--- src/bfi_pkg.sv ---
// Package for the bus-fault flag and interrupt enable register group.
// Assumes a byte-wide register port with 8-bit addresses from the serial front end.
package bfi_pkg;
	localparam int          DATA_W            = 8;
	localparam int          ADDR_W            = 8;
	localparam int          FAULT_W           = 7;
	// Register addresses
	localparam logic [7:0]  ADDR_BUS_FAULT    = 8'h54;
	localparam logic [7:0]  ADDR_GLOBAL_MASK  = 8'h55;
	localparam logic [7:0]  ADDR_EVENT_EN     = 8'h56;
	localparam logic [7:0]  ADDR_SUPPLY_EN    = 8'h57;
	localparam logic [7:0]  ADDR_LINK_EN      = 8'h58;
	localparam logic [7:0]  ADDR_FAULT_EN     = 8'h59;
	localparam logic [7:0]  ADDR_RSVD_FIRST   = 8'h5a;
	localparam logic [7:0]  ADDR_RSVD_LAST    = 8'h5f;
	// Reset values
	localparam logic [7:0]  RST_BUS_FAULT     = 8'h00;
	localparam logic [7:0]  RST_EVENT_EN      = 8'hff;
	localparam logic [7:0]  RST_SUPPLY_EN     = 8'h1f;
	localparam logic [7:0]  RST_LINK_EN       = 8'ha0;
	localparam logic [7:0]  RST_FAULT_EN      = 8'h7f;
	localparam logic [7:0]  RSVD_READ         = 8'h00;
	// Writable bit masks
	localparam logic [7:0]  MASK_BUS_FAULT    = 8'h7f;
	localparam logic [7:0]  MASK_EVENT_EN     = 8'hff;
	localparam logic [7:0]  MASK_SUPPLY_EN    = 8'h1f;
	localparam logic [7:0]  MASK_LINK_EN      = 8'he0;
	localparam logic [7:0]  MASK_FAULT_EN     = 8'h7f;
	// Fault bit positions
	localparam int          BIT_TERM_OPEN     = 6;
	localparam int          BIT_HL_SHORT      = 5;
	localparam int          BIT_H_BAT         = 4;
	localparam int          BIT_L_GND         = 3;
	localparam int          BIT_BUS_OPEN      = 2;
	localparam int          BIT_BUS_GND       = 1;
	localparam int          BIT_BUS_BAT       = 0;
	// Summary bit position in the global interrupt summary
	localparam int          BIT_SUMMARY_FAULT = 3;
endpackage : bfi_pkg

--- src/bfi_top.sv ---
// Bus-fault flag register and interrupt enable registers of a CAN FD transceiver.
// Assumes the serial front end presents one byte access per cycle on a simple
// address/strobe port, and that fault detectors give synchronous levels.
`timescale 1ns/100ps

module bfi_top
(
	// Clock and reset
	input  wire logic                      CLK_I,
	input  wire logic                      RESET_N_I,
	// Register port
	input  wire logic [bfi_pkg::ADDR_W-1:0] ADDR_I,
	input  wire logic [bfi_pkg::DATA_W-1:0] WDATA_I,
	input  wire logic                      WR_I,
	input  wire logic                      RD_I,
	output logic [bfi_pkg::DATA_W-1:0]     RDATA_O,
	output logic                           RVALID_O,
	// Fault detector levels
	input  wire logic                      TERM_OPEN_I,
	input  wire logic                      HL_SHORT_I,
	input  wire logic                      H_BAT_I,
	input  wire logic                      L_GND_I,
	input  wire logic                      BUS_OPEN_I,
	input  wire logic                      BUS_GND_I,
	input  wire logic                      BUS_BAT_I,
	// Status towards the summary and interrupt logic
	output logic                           FAULT_SUMMARY_O,
	output logic                           FAULT_IRQ_O,
	output logic [bfi_pkg::DATA_W-1:0]     EVENT_EN_O,
	output logic [bfi_pkg::DATA_W-1:0]     SUPPLY_EN_O,
	output logic [bfi_pkg::DATA_W-1:0]     LINK_EN_O
);
	import bfi_pkg::*;

	// Enable registers carry field names so single sources can be picked out later
	typedef struct packed
	{
		logic watchdog_event_en;
		logic bus_wake_en;
		logic local_wake_en;
		logic wake_error_en;
		logic frame_overflow_en;
		logic bus_silent_en;
		logic bus_timeout_en;
		logic stuck_dominant_en;
	} bfi_event_en_s;

	typedef struct packed
	{
		logic [2:0] rsvd;
		logic       supply_uv_en;
		logic       io_uv_en;
		logic       core_uv_en;
		logic       thermal_shutdown_en;
		logic       thermal_warning_en;
	} bfi_supply_en_s;

	typedef struct packed
	{
		logic       serial_error_en;
		logic       selective_wake_error_en;
		logic       failsafe_entry_en;
		logic [4:0] rsvd;
	} bfi_link_en_s;

	typedef struct packed
	{
		logic rsvd;
		logic term_open_en;
		logic hl_short_en;
		logic h_bat_en;
		logic l_gnd_en;
		logic bus_open_en;
		logic bus_gnd_en;
		logic bus_bat_en;
	} bfi_fault_en_s;

	// Write selects, one per register that a write can change
	typedef struct packed
	{
		logic bus_fault;
		logic event_en;
		logic supply_en;
		logic link_en;
		logic fault_en;
	} bfi_wr_sel_s;

	typedef struct packed
	{
		bfi_event_en_s  event_en;
		bfi_supply_en_s supply_en;
		bfi_link_en_s   link_en;
		bfi_fault_en_s  fault_en;
		logic [7:0] rdata;
		logic       rvalid;
		logic       summary;
		logic       irq;
	} bfi_regs_s;

	bfi_regs_s              s_q;
	bfi_regs_s              s_d;
	bfi_wr_sel_s            wr_sel;
	logic [FAULT_W-1:0]     fault_set;
	logic [FAULT_W-1:0]     fault_clr;
	logic [FAULT_W-1:0]     flags;
	logic [7:0]             fault_reg;
	logic [7:0]             rd_mux;

	always_comb
	begin
		fault_set                    = '0;
		fault_set[BIT_TERM_OPEN]     = TERM_OPEN_I;
		fault_set[BIT_HL_SHORT]      = HL_SHORT_I;
		fault_set[BIT_H_BAT]         = H_BAT_I;
		fault_set[BIT_L_GND]         = L_GND_I;
		fault_set[BIT_BUS_OPEN]      = BUS_OPEN_I;
		fault_set[BIT_BUS_GND]       = BUS_GND_I;
		fault_set[BIT_BUS_BAT]       = BUS_BAT_I;
	end

	// One decoder feeds both the clear path and the enable writes
	always_comb
	begin
		wr_sel = '0;
		if (WR_I)
		begin
			unique case (ADDR_I)
				ADDR_BUS_FAULT: wr_sel.bus_fault = 1'b1;
				ADDR_EVENT_EN:  wr_sel.event_en  = 1'b1;
				ADDR_SUPPLY_EN: wr_sel.supply_en = 1'b1;
				ADDR_LINK_EN:   wr_sel.link_en   = 1'b1;
				ADDR_FAULT_EN:  wr_sel.fault_en  = 1'b1;
				// 55h, 5Ah..5Fh and unmapped addresses select nothing
				default:        wr_sel = '0;
			endcase
		end
	end

	// Reserved bit 7 is outside the mask, so it can never be cleared or set
	assign fault_clr = wr_sel.bus_fault ?
		WDATA_I[FAULT_W-1:0] & MASK_BUS_FAULT[FAULT_W-1:0] : '0;

	genvar g;
	generate
		for (g = 0; g < FAULT_W; g++)
		begin : g_flag
			bfi_w1c_flag u_flag
			(
				.clk_i     (CLK_I),
				.reset_n_i (RESET_N_I),
				.set_i     (fault_set[g]),
				.clear_i   (fault_clr[g]),
				.flag_o    (flags[g])
			);
		end
	endgenerate

	assign fault_reg = {1'b0, flags};

	always_comb
	begin
		rd_mux = RSVD_READ;
		unique case (ADDR_I)
			ADDR_BUS_FAULT:   rd_mux = fault_reg;
			ADDR_GLOBAL_MASK: rd_mux = RSVD_READ;
			ADDR_EVENT_EN:    rd_mux = s_q.event_en;
			ADDR_SUPPLY_EN:   rd_mux = s_q.supply_en;
			ADDR_LINK_EN:     rd_mux = s_q.link_en;
			ADDR_FAULT_EN:    rd_mux = s_q.fault_en;
			// 5Ah..5Fh and any unmapped address read zero
			default:          rd_mux = RSVD_READ;
		endcase
	end

	always_comb
	begin
		s_d        = s_q;
		s_d.rvalid = RD_I;
		if (RD_I)
			s_d.rdata = rd_mux;
		// Only writable bits take the data, so reserved bits stay zero
		if (wr_sel.event_en)
			s_d.event_en  = WDATA_I & MASK_EVENT_EN;
		if (wr_sel.supply_en)
			s_d.supply_en = WDATA_I & MASK_SUPPLY_EN;
		if (wr_sel.link_en)
			s_d.link_en   = WDATA_I & MASK_LINK_EN;
		if (wr_sel.fault_en)
			s_d.fault_en  = WDATA_I & MASK_FAULT_EN;
		// Summary and request follow the flags one cycle later, as registered outputs
		s_d.summary = |flags;
		s_d.irq     = |(flags & {s_q.fault_en.term_open_en, s_q.fault_en.hl_short_en,
			s_q.fault_en.h_bat_en, s_q.fault_en.l_gnd_en, s_q.fault_en.bus_open_en,
			s_q.fault_en.bus_gnd_en, s_q.fault_en.bus_bat_en});
	end

	always_ff @(posedge CLK_I or negedge RESET_N_I)
	begin
		if (!RESET_N_I)
		begin
			s_q.event_en  <= RST_EVENT_EN;
			s_q.supply_en <= RST_SUPPLY_EN;
			s_q.link_en   <= RST_LINK_EN;
			s_q.fault_en  <= RST_FAULT_EN;
			s_q.rdata     <= '0;
			s_q.rvalid    <= 1'b0;
			s_q.summary   <= 1'b0;
			s_q.irq       <= 1'b0;
		end
		else
			s_q <= s_d;
	end

	assign RDATA_O         = s_q.rdata;
	assign RVALID_O        = s_q.rvalid;
	assign FAULT_SUMMARY_O = s_q.summary;
	assign FAULT_IRQ_O     = s_q.irq;
	assign EVENT_EN_O      = s_q.event_en;
	assign SUPPLY_EN_O     = s_q.supply_en;
	assign LINK_EN_O       = s_q.link_en;
endmodule // bfi_top

--- src/bfi_w1c_flag.sv ---
// One sticky fault flag, set by hardware, cleared by writing one.
// Assumes the set input is a level or pulse synchronous to CLK_I.
`timescale 1ns/100ps
module bfi_w1c_flag
(
	// Clock and reset
	input  wire logic clk_i,
	input  wire logic reset_n_i,
	// Control
	input  wire logic set_i,
	input  wire logic clear_i,
	// State
	output logic      flag_o
);
	typedef struct packed
	{
		logic flag;
	} bfi_flag_s;

	bfi_flag_s s_q;
	bfi_flag_s s_d;

	always_comb
	begin
		s_d = s_q;
		// Set wins over a clear in the same cycle so no fault is lost
		if (set_i)
			s_d.flag = 1'b1;
		else if (clear_i)
			s_d.flag = 1'b0;
	end

	always_ff @(posedge clk_i or negedge reset_n_i)
	begin
		if (!reset_n_i)
			s_q <= '0;
		else
			s_q <= s_d;
	end

	assign flag_o = s_q.flag;
endmodule // bfi_w1c_flag

--- config.mk ---
export PLATFORM = sky130hd
export DESIGN_NAME = bfi_top
export DESIGN_NICKNAME = d
export VERILOG_FILES = /design/src/bfi_pkg.sv /design/src/bfi_top.sv /design/src/bfi_w1c_flag.sv
export SDC_FILE = /design/constraint.sdc
export NUM_CORES = 1
export LEC_CHECK = 0
export ABC_CLOCK_PERIOD_IN_PS = 950
export BUFFER_PORTS_ARGS = -buffer_cell sky130_fd_sc_hd__buf_4
export CAP_MARGIN = 20
export CORE_ASPECT_RATIO = 0.9
export CORE_UTILIZATION = 47
export DETAILED_ROUTE_END_ITERATION = 7
export HOLD_SLACK_MARGIN = 0.12
export MAX_ROUTING_LAYER = met4
export PLACE_DENSITY = 0.79
export REMOVE_ABC_BUFFERS = 1
export SETUP_SLACK_MARGIN = 0.15
export SLEW_MARGIN = 5
export SYNTH_ARGS = -nofsm -noshare
export SYNTH_HDL_FRONTEND = slang
export SYNTH_SLANG_ARGS = --single-unit
--- constraint.sdc ---
create_clock -name CLK_I -period 0.95 [get_ports CLK_I]
set_input_delay 0.2375 -clock CLK_I [delete_from_list [all_inputs] [get_ports CLK_I]]
set_output_delay 0.2375 -clock CLK_I [all_outputs]
set_load 0.01 [all_outputs]
==> impl_metrics.csv <==
group,metric,value,unit
outcome,outcome,"complete, but fails checks",
outcome,violations,"negative setup slack",
synthesis,synth_seq_cells,41,
synthesis,yosysWarnings,0,
drt,dr.max_layer_used,"met4",
worst_setup_path,reg2reg_slack,-210,ps
clock_network,cts_max_level,2,
worst_setup_path,cp-startpoint,"EVENT_EN_O[5]",
place,dp_hpwl,3580,um
timing,grt_setup_unrepaired,"yes",
layout,final_common_cell,"buf_4",
timing,max_freq,0.787,GHz
layout,area.growth.synth_to_final,48.4,%
worst_setup_path,rr_startpoint,"SUPPLY_EN_O[2]",
global_route,grt_overflow,0,
worst_hold_path,hold_end,"g_flag[2].u_flag.flag_o",
clock_network,clk_pin_slew,90,ps
layout,drive_above_1_share,0.667,
layout,fin_cells,335,
timing,worst_slack,-320,ps
worst_setup_path,worst_setup_path_start_kind,"flip-flop",
synthesis,syn_inst,184,
global_route,track_usage,0.257,
drt,wl_per_cell,17.9,um
synthesis,ys_types,35,
power,vdd_drop_max,0.730,mV
drt,vias_per_cell,5.21,
floorplanning,die-height,66.9,um
global_route,grt_pass1_wl,8850,um
floorplanning,dieWidth,74.2,um
drt,wl_met2,3150,um
layout,nNetsFinal,299,
clock_network,root_buffer,"clkbuf_8",
timing,timing.final.crit_share,1.34,
worst_setup_path,worst-path-max-fanout,2,
global_route,grt_pass1_vias,1712,
drt,drt-total-wl,6010,um
clock_network,clk_path_buf_depth,2,
place,place.port_buffers,53,
worst_setup_path,reg2reg_depth,4,
drt,drt-initial-drc-count,131,
layout,diodes,0,
power,leakage,0.00148,uW
clock_network,cts_tree,"yes",
floorplanning,initial_core_util,0.491,
global_route,grt_start_max_net_pins,17,
worst_hold_path,holdCritPathClass,"in2reg",
floorplanning,io_pins,62,
synthesis,seq_area_frac_synth,0.478,
place,gp_congestion,0.881,
worst_setup_path,endpoint_kind,"primary output",
clock_network,clock-sinks,41,
layout,layout_common_cells,"buf_4 (58), buf_6 (51), dfstp_2 (22), dfrtp_1 (19), mux2_4 (16)",
worst_setup_path,critical_path_required,710,ps
synthesis,netlist_area,2200,sq um
drt,drtAntennaViolNets,0,
timing,fin_setup_tns,-13220,ps
layout,nFillCells,299,
synthesis,syn_avg_cell_area,12.0,sq um
timing,skew,9.78,ps
drt,dr.pass1.iters,4,
flow_run,maxCapViolCount,0,
timing,setup_viol,67,
drt,m1WireLength,2440,um
worst_setup_path,critPathKind,"reg2out",
floorplanning,row_count,23,
timing,period_needed,1270,ps
clock_network,insertion_delay,300,ps
worst_setup_path,timing.rr.end,"RDATA_O[2]",
drt,dr_wl_met3,349,um
floorplanning,die_area,4960,sq um
timing,maxSlewViolCount,0,
drt,via_count,1745,
timing,hold_violations,0,
layout,final_util,0.728,
worst_setup_path,crit_arrival,1030,ps
worst_hold_path,holdPathStages,2,
drt,drc_errors,0,
power,p_per_area,1150,nW/um^2
place,dp_cells,295,
worst_hold_path,hp-start,"BUS_OPEN_I",
clock_network,cts_buffers,5,
global_route,antenna_found_initial,0,
floorplanning,fp.coreArea,4490,sq um
## what timing repair did
item | 4_1_cts | 5_1_grt
endpoints found under the setup margin | 67 | 68
buffers inserted | 22 | 8
hold buffers | 1 | 1
gates resized for setup | 62 | 12
pin swaps | 32 | 5
hold endpoints to repair | 31 | 3
## power breakdown
group	internal, uW	switching, uW
Clock	589	623
Combinational	394	276
Sequential	1840	48.4
## logic make-up after synthesis
group | after synthesis | share of synthesized area
other cells | 1 | 0.00170
flops | 41 | 0.478
compound gates | 35 | 0.123
buf+inv | 48 | 0.149
mux | 28 | 0.154
simple gates | 31 | 0.0938
## worst max-delay path, stage by stage (launching register included)
cell and delay, ps:
dfstp_2 550, buf_6 90, buf_6 90
## synth_stat cells
| master | count | area share |
|---|---|---|
| and2b_1 | 1 | 0.0034 |
| and3_1 | 2 | 0.0057 |
| o22a_1 | 5 | 0.020 |
| nand2_1 | 10 | 0.017 |
| and4_1 | 2 | 0.0080 |
| mux2_4 | 8 | 0.055 |
| mux2_2 | 15 | 0.077 |
| nor3_1 | 1 | 0.0023 |
| and4bb_4 | 1 | 0.0074 |
| nor4_1 | 1 | 0.0028 |
| nor2b_1 | 3 | 0.0085 |
| a222oi_1 | 1 | 0.0045 |
| a211oi_1 | 1 | 0.0034 |
| and3b_1 | 2 | 0.0080 |
| o22ai_1 | 8 | 0.023 |
| nand2b_1 | 1 | 0.0028 |
| dfrtp_1 | 19 | 0.22 |
| mux2i_1 | 5 | 0.023 |
| conb_1 | 1 | 0.0017 |
| nor2_1 | 1 | 0.0017 |
| nand4_1 | 2 | 0.0057 |
| buf_4 | 34 | 0.12 |
| buf_12 | 1 | 0.0091 |
| a21o_1 | 7 | 0.024 |
| inv_1 | 9 | 0.015 |
| a22oi_1 | 8 | 0.027 |
| dfstp_2 | 22 | 0.26 |
| and3_4 | 1 | 0.0051 |
| a32o_1 | 3 | 0.014 |
| buf_2 | 3 | 0.0068 |
| clkbuf_1 | 1 | 0.0017 |
| nor3b_4 | 1 | 0.0085 |
| nand3_1 | 1 | 0.0023 |
| a22o_1 | 2 | 0.0080 |
| nand3_2 | 1 | 0.0045 |
## stage by stage
stage | setup slack, ps | area, sq um | hold slack, ps | total power, uW
after floorplan | -447 | 1930 | -58.1 | 2080
after global placement | -587 | 2650 | 115 | 2400
after detailed placement | -638 | 2650 | 120 | 2420
after CTS | -321 | 3150 | 114 | 3740
after global routing | -366 | 3270 | 107 | 3930
final | -320 | 3270 | 120 | 3770
## registers in the layout (all words and copies together) (netlist names)
signal                cells
FAULT_SUMMARY_O           1
EVENT_EN_O                8
RVALID_O                  1
SUPPLY_EN_O               5
RDATA_O                   8
FAULT_IRQ_O               1
s_q                       7
g_flag.u_flag.flag_o      7
LINK_EN_O                 3
## area by class of cell
type                            instances  area, sq um  area share
Timing Repair Buffer                  113         1070       0.327
Sequential cell                        41         1050       0.322
Multi-Input combinational cell        102          936       0.286
Clock buffer                            6         82.6      0.0253
Tap cell                               62         77.6      0.0237
Inverter                                9         33.8      0.0103
Clock inverter                          2         13.8     0.00421
## worst max-delay path by stage
| stage | to | slack, ps | depth (start not counted) |
|---|---|---|---|
| after detailed placement | EVENT_EN_O[3] | -640 | 5 |
| after CTS | EVENT_EN_O[5] | -320 | 2 |
| after global placement | EVENT_EN_O[1] | -590 | 5 |
| final | EVENT_EN_O[5] | -320 | 2 |
| after global routing | EVENT_EN_O[5] | -370 | 2 |
| after floorplan | EVENT_EN_O[0] | -450 | 4 |
## per-layer routing
layer	vias to the layer above	global-route usage
met5	-	-
li1	792	-
met4	0	0.0625
met2	77	0.422
met1	864	0.318
met3	12	0.0635
No activity file was read; power rests on OpenSTA's default activity.
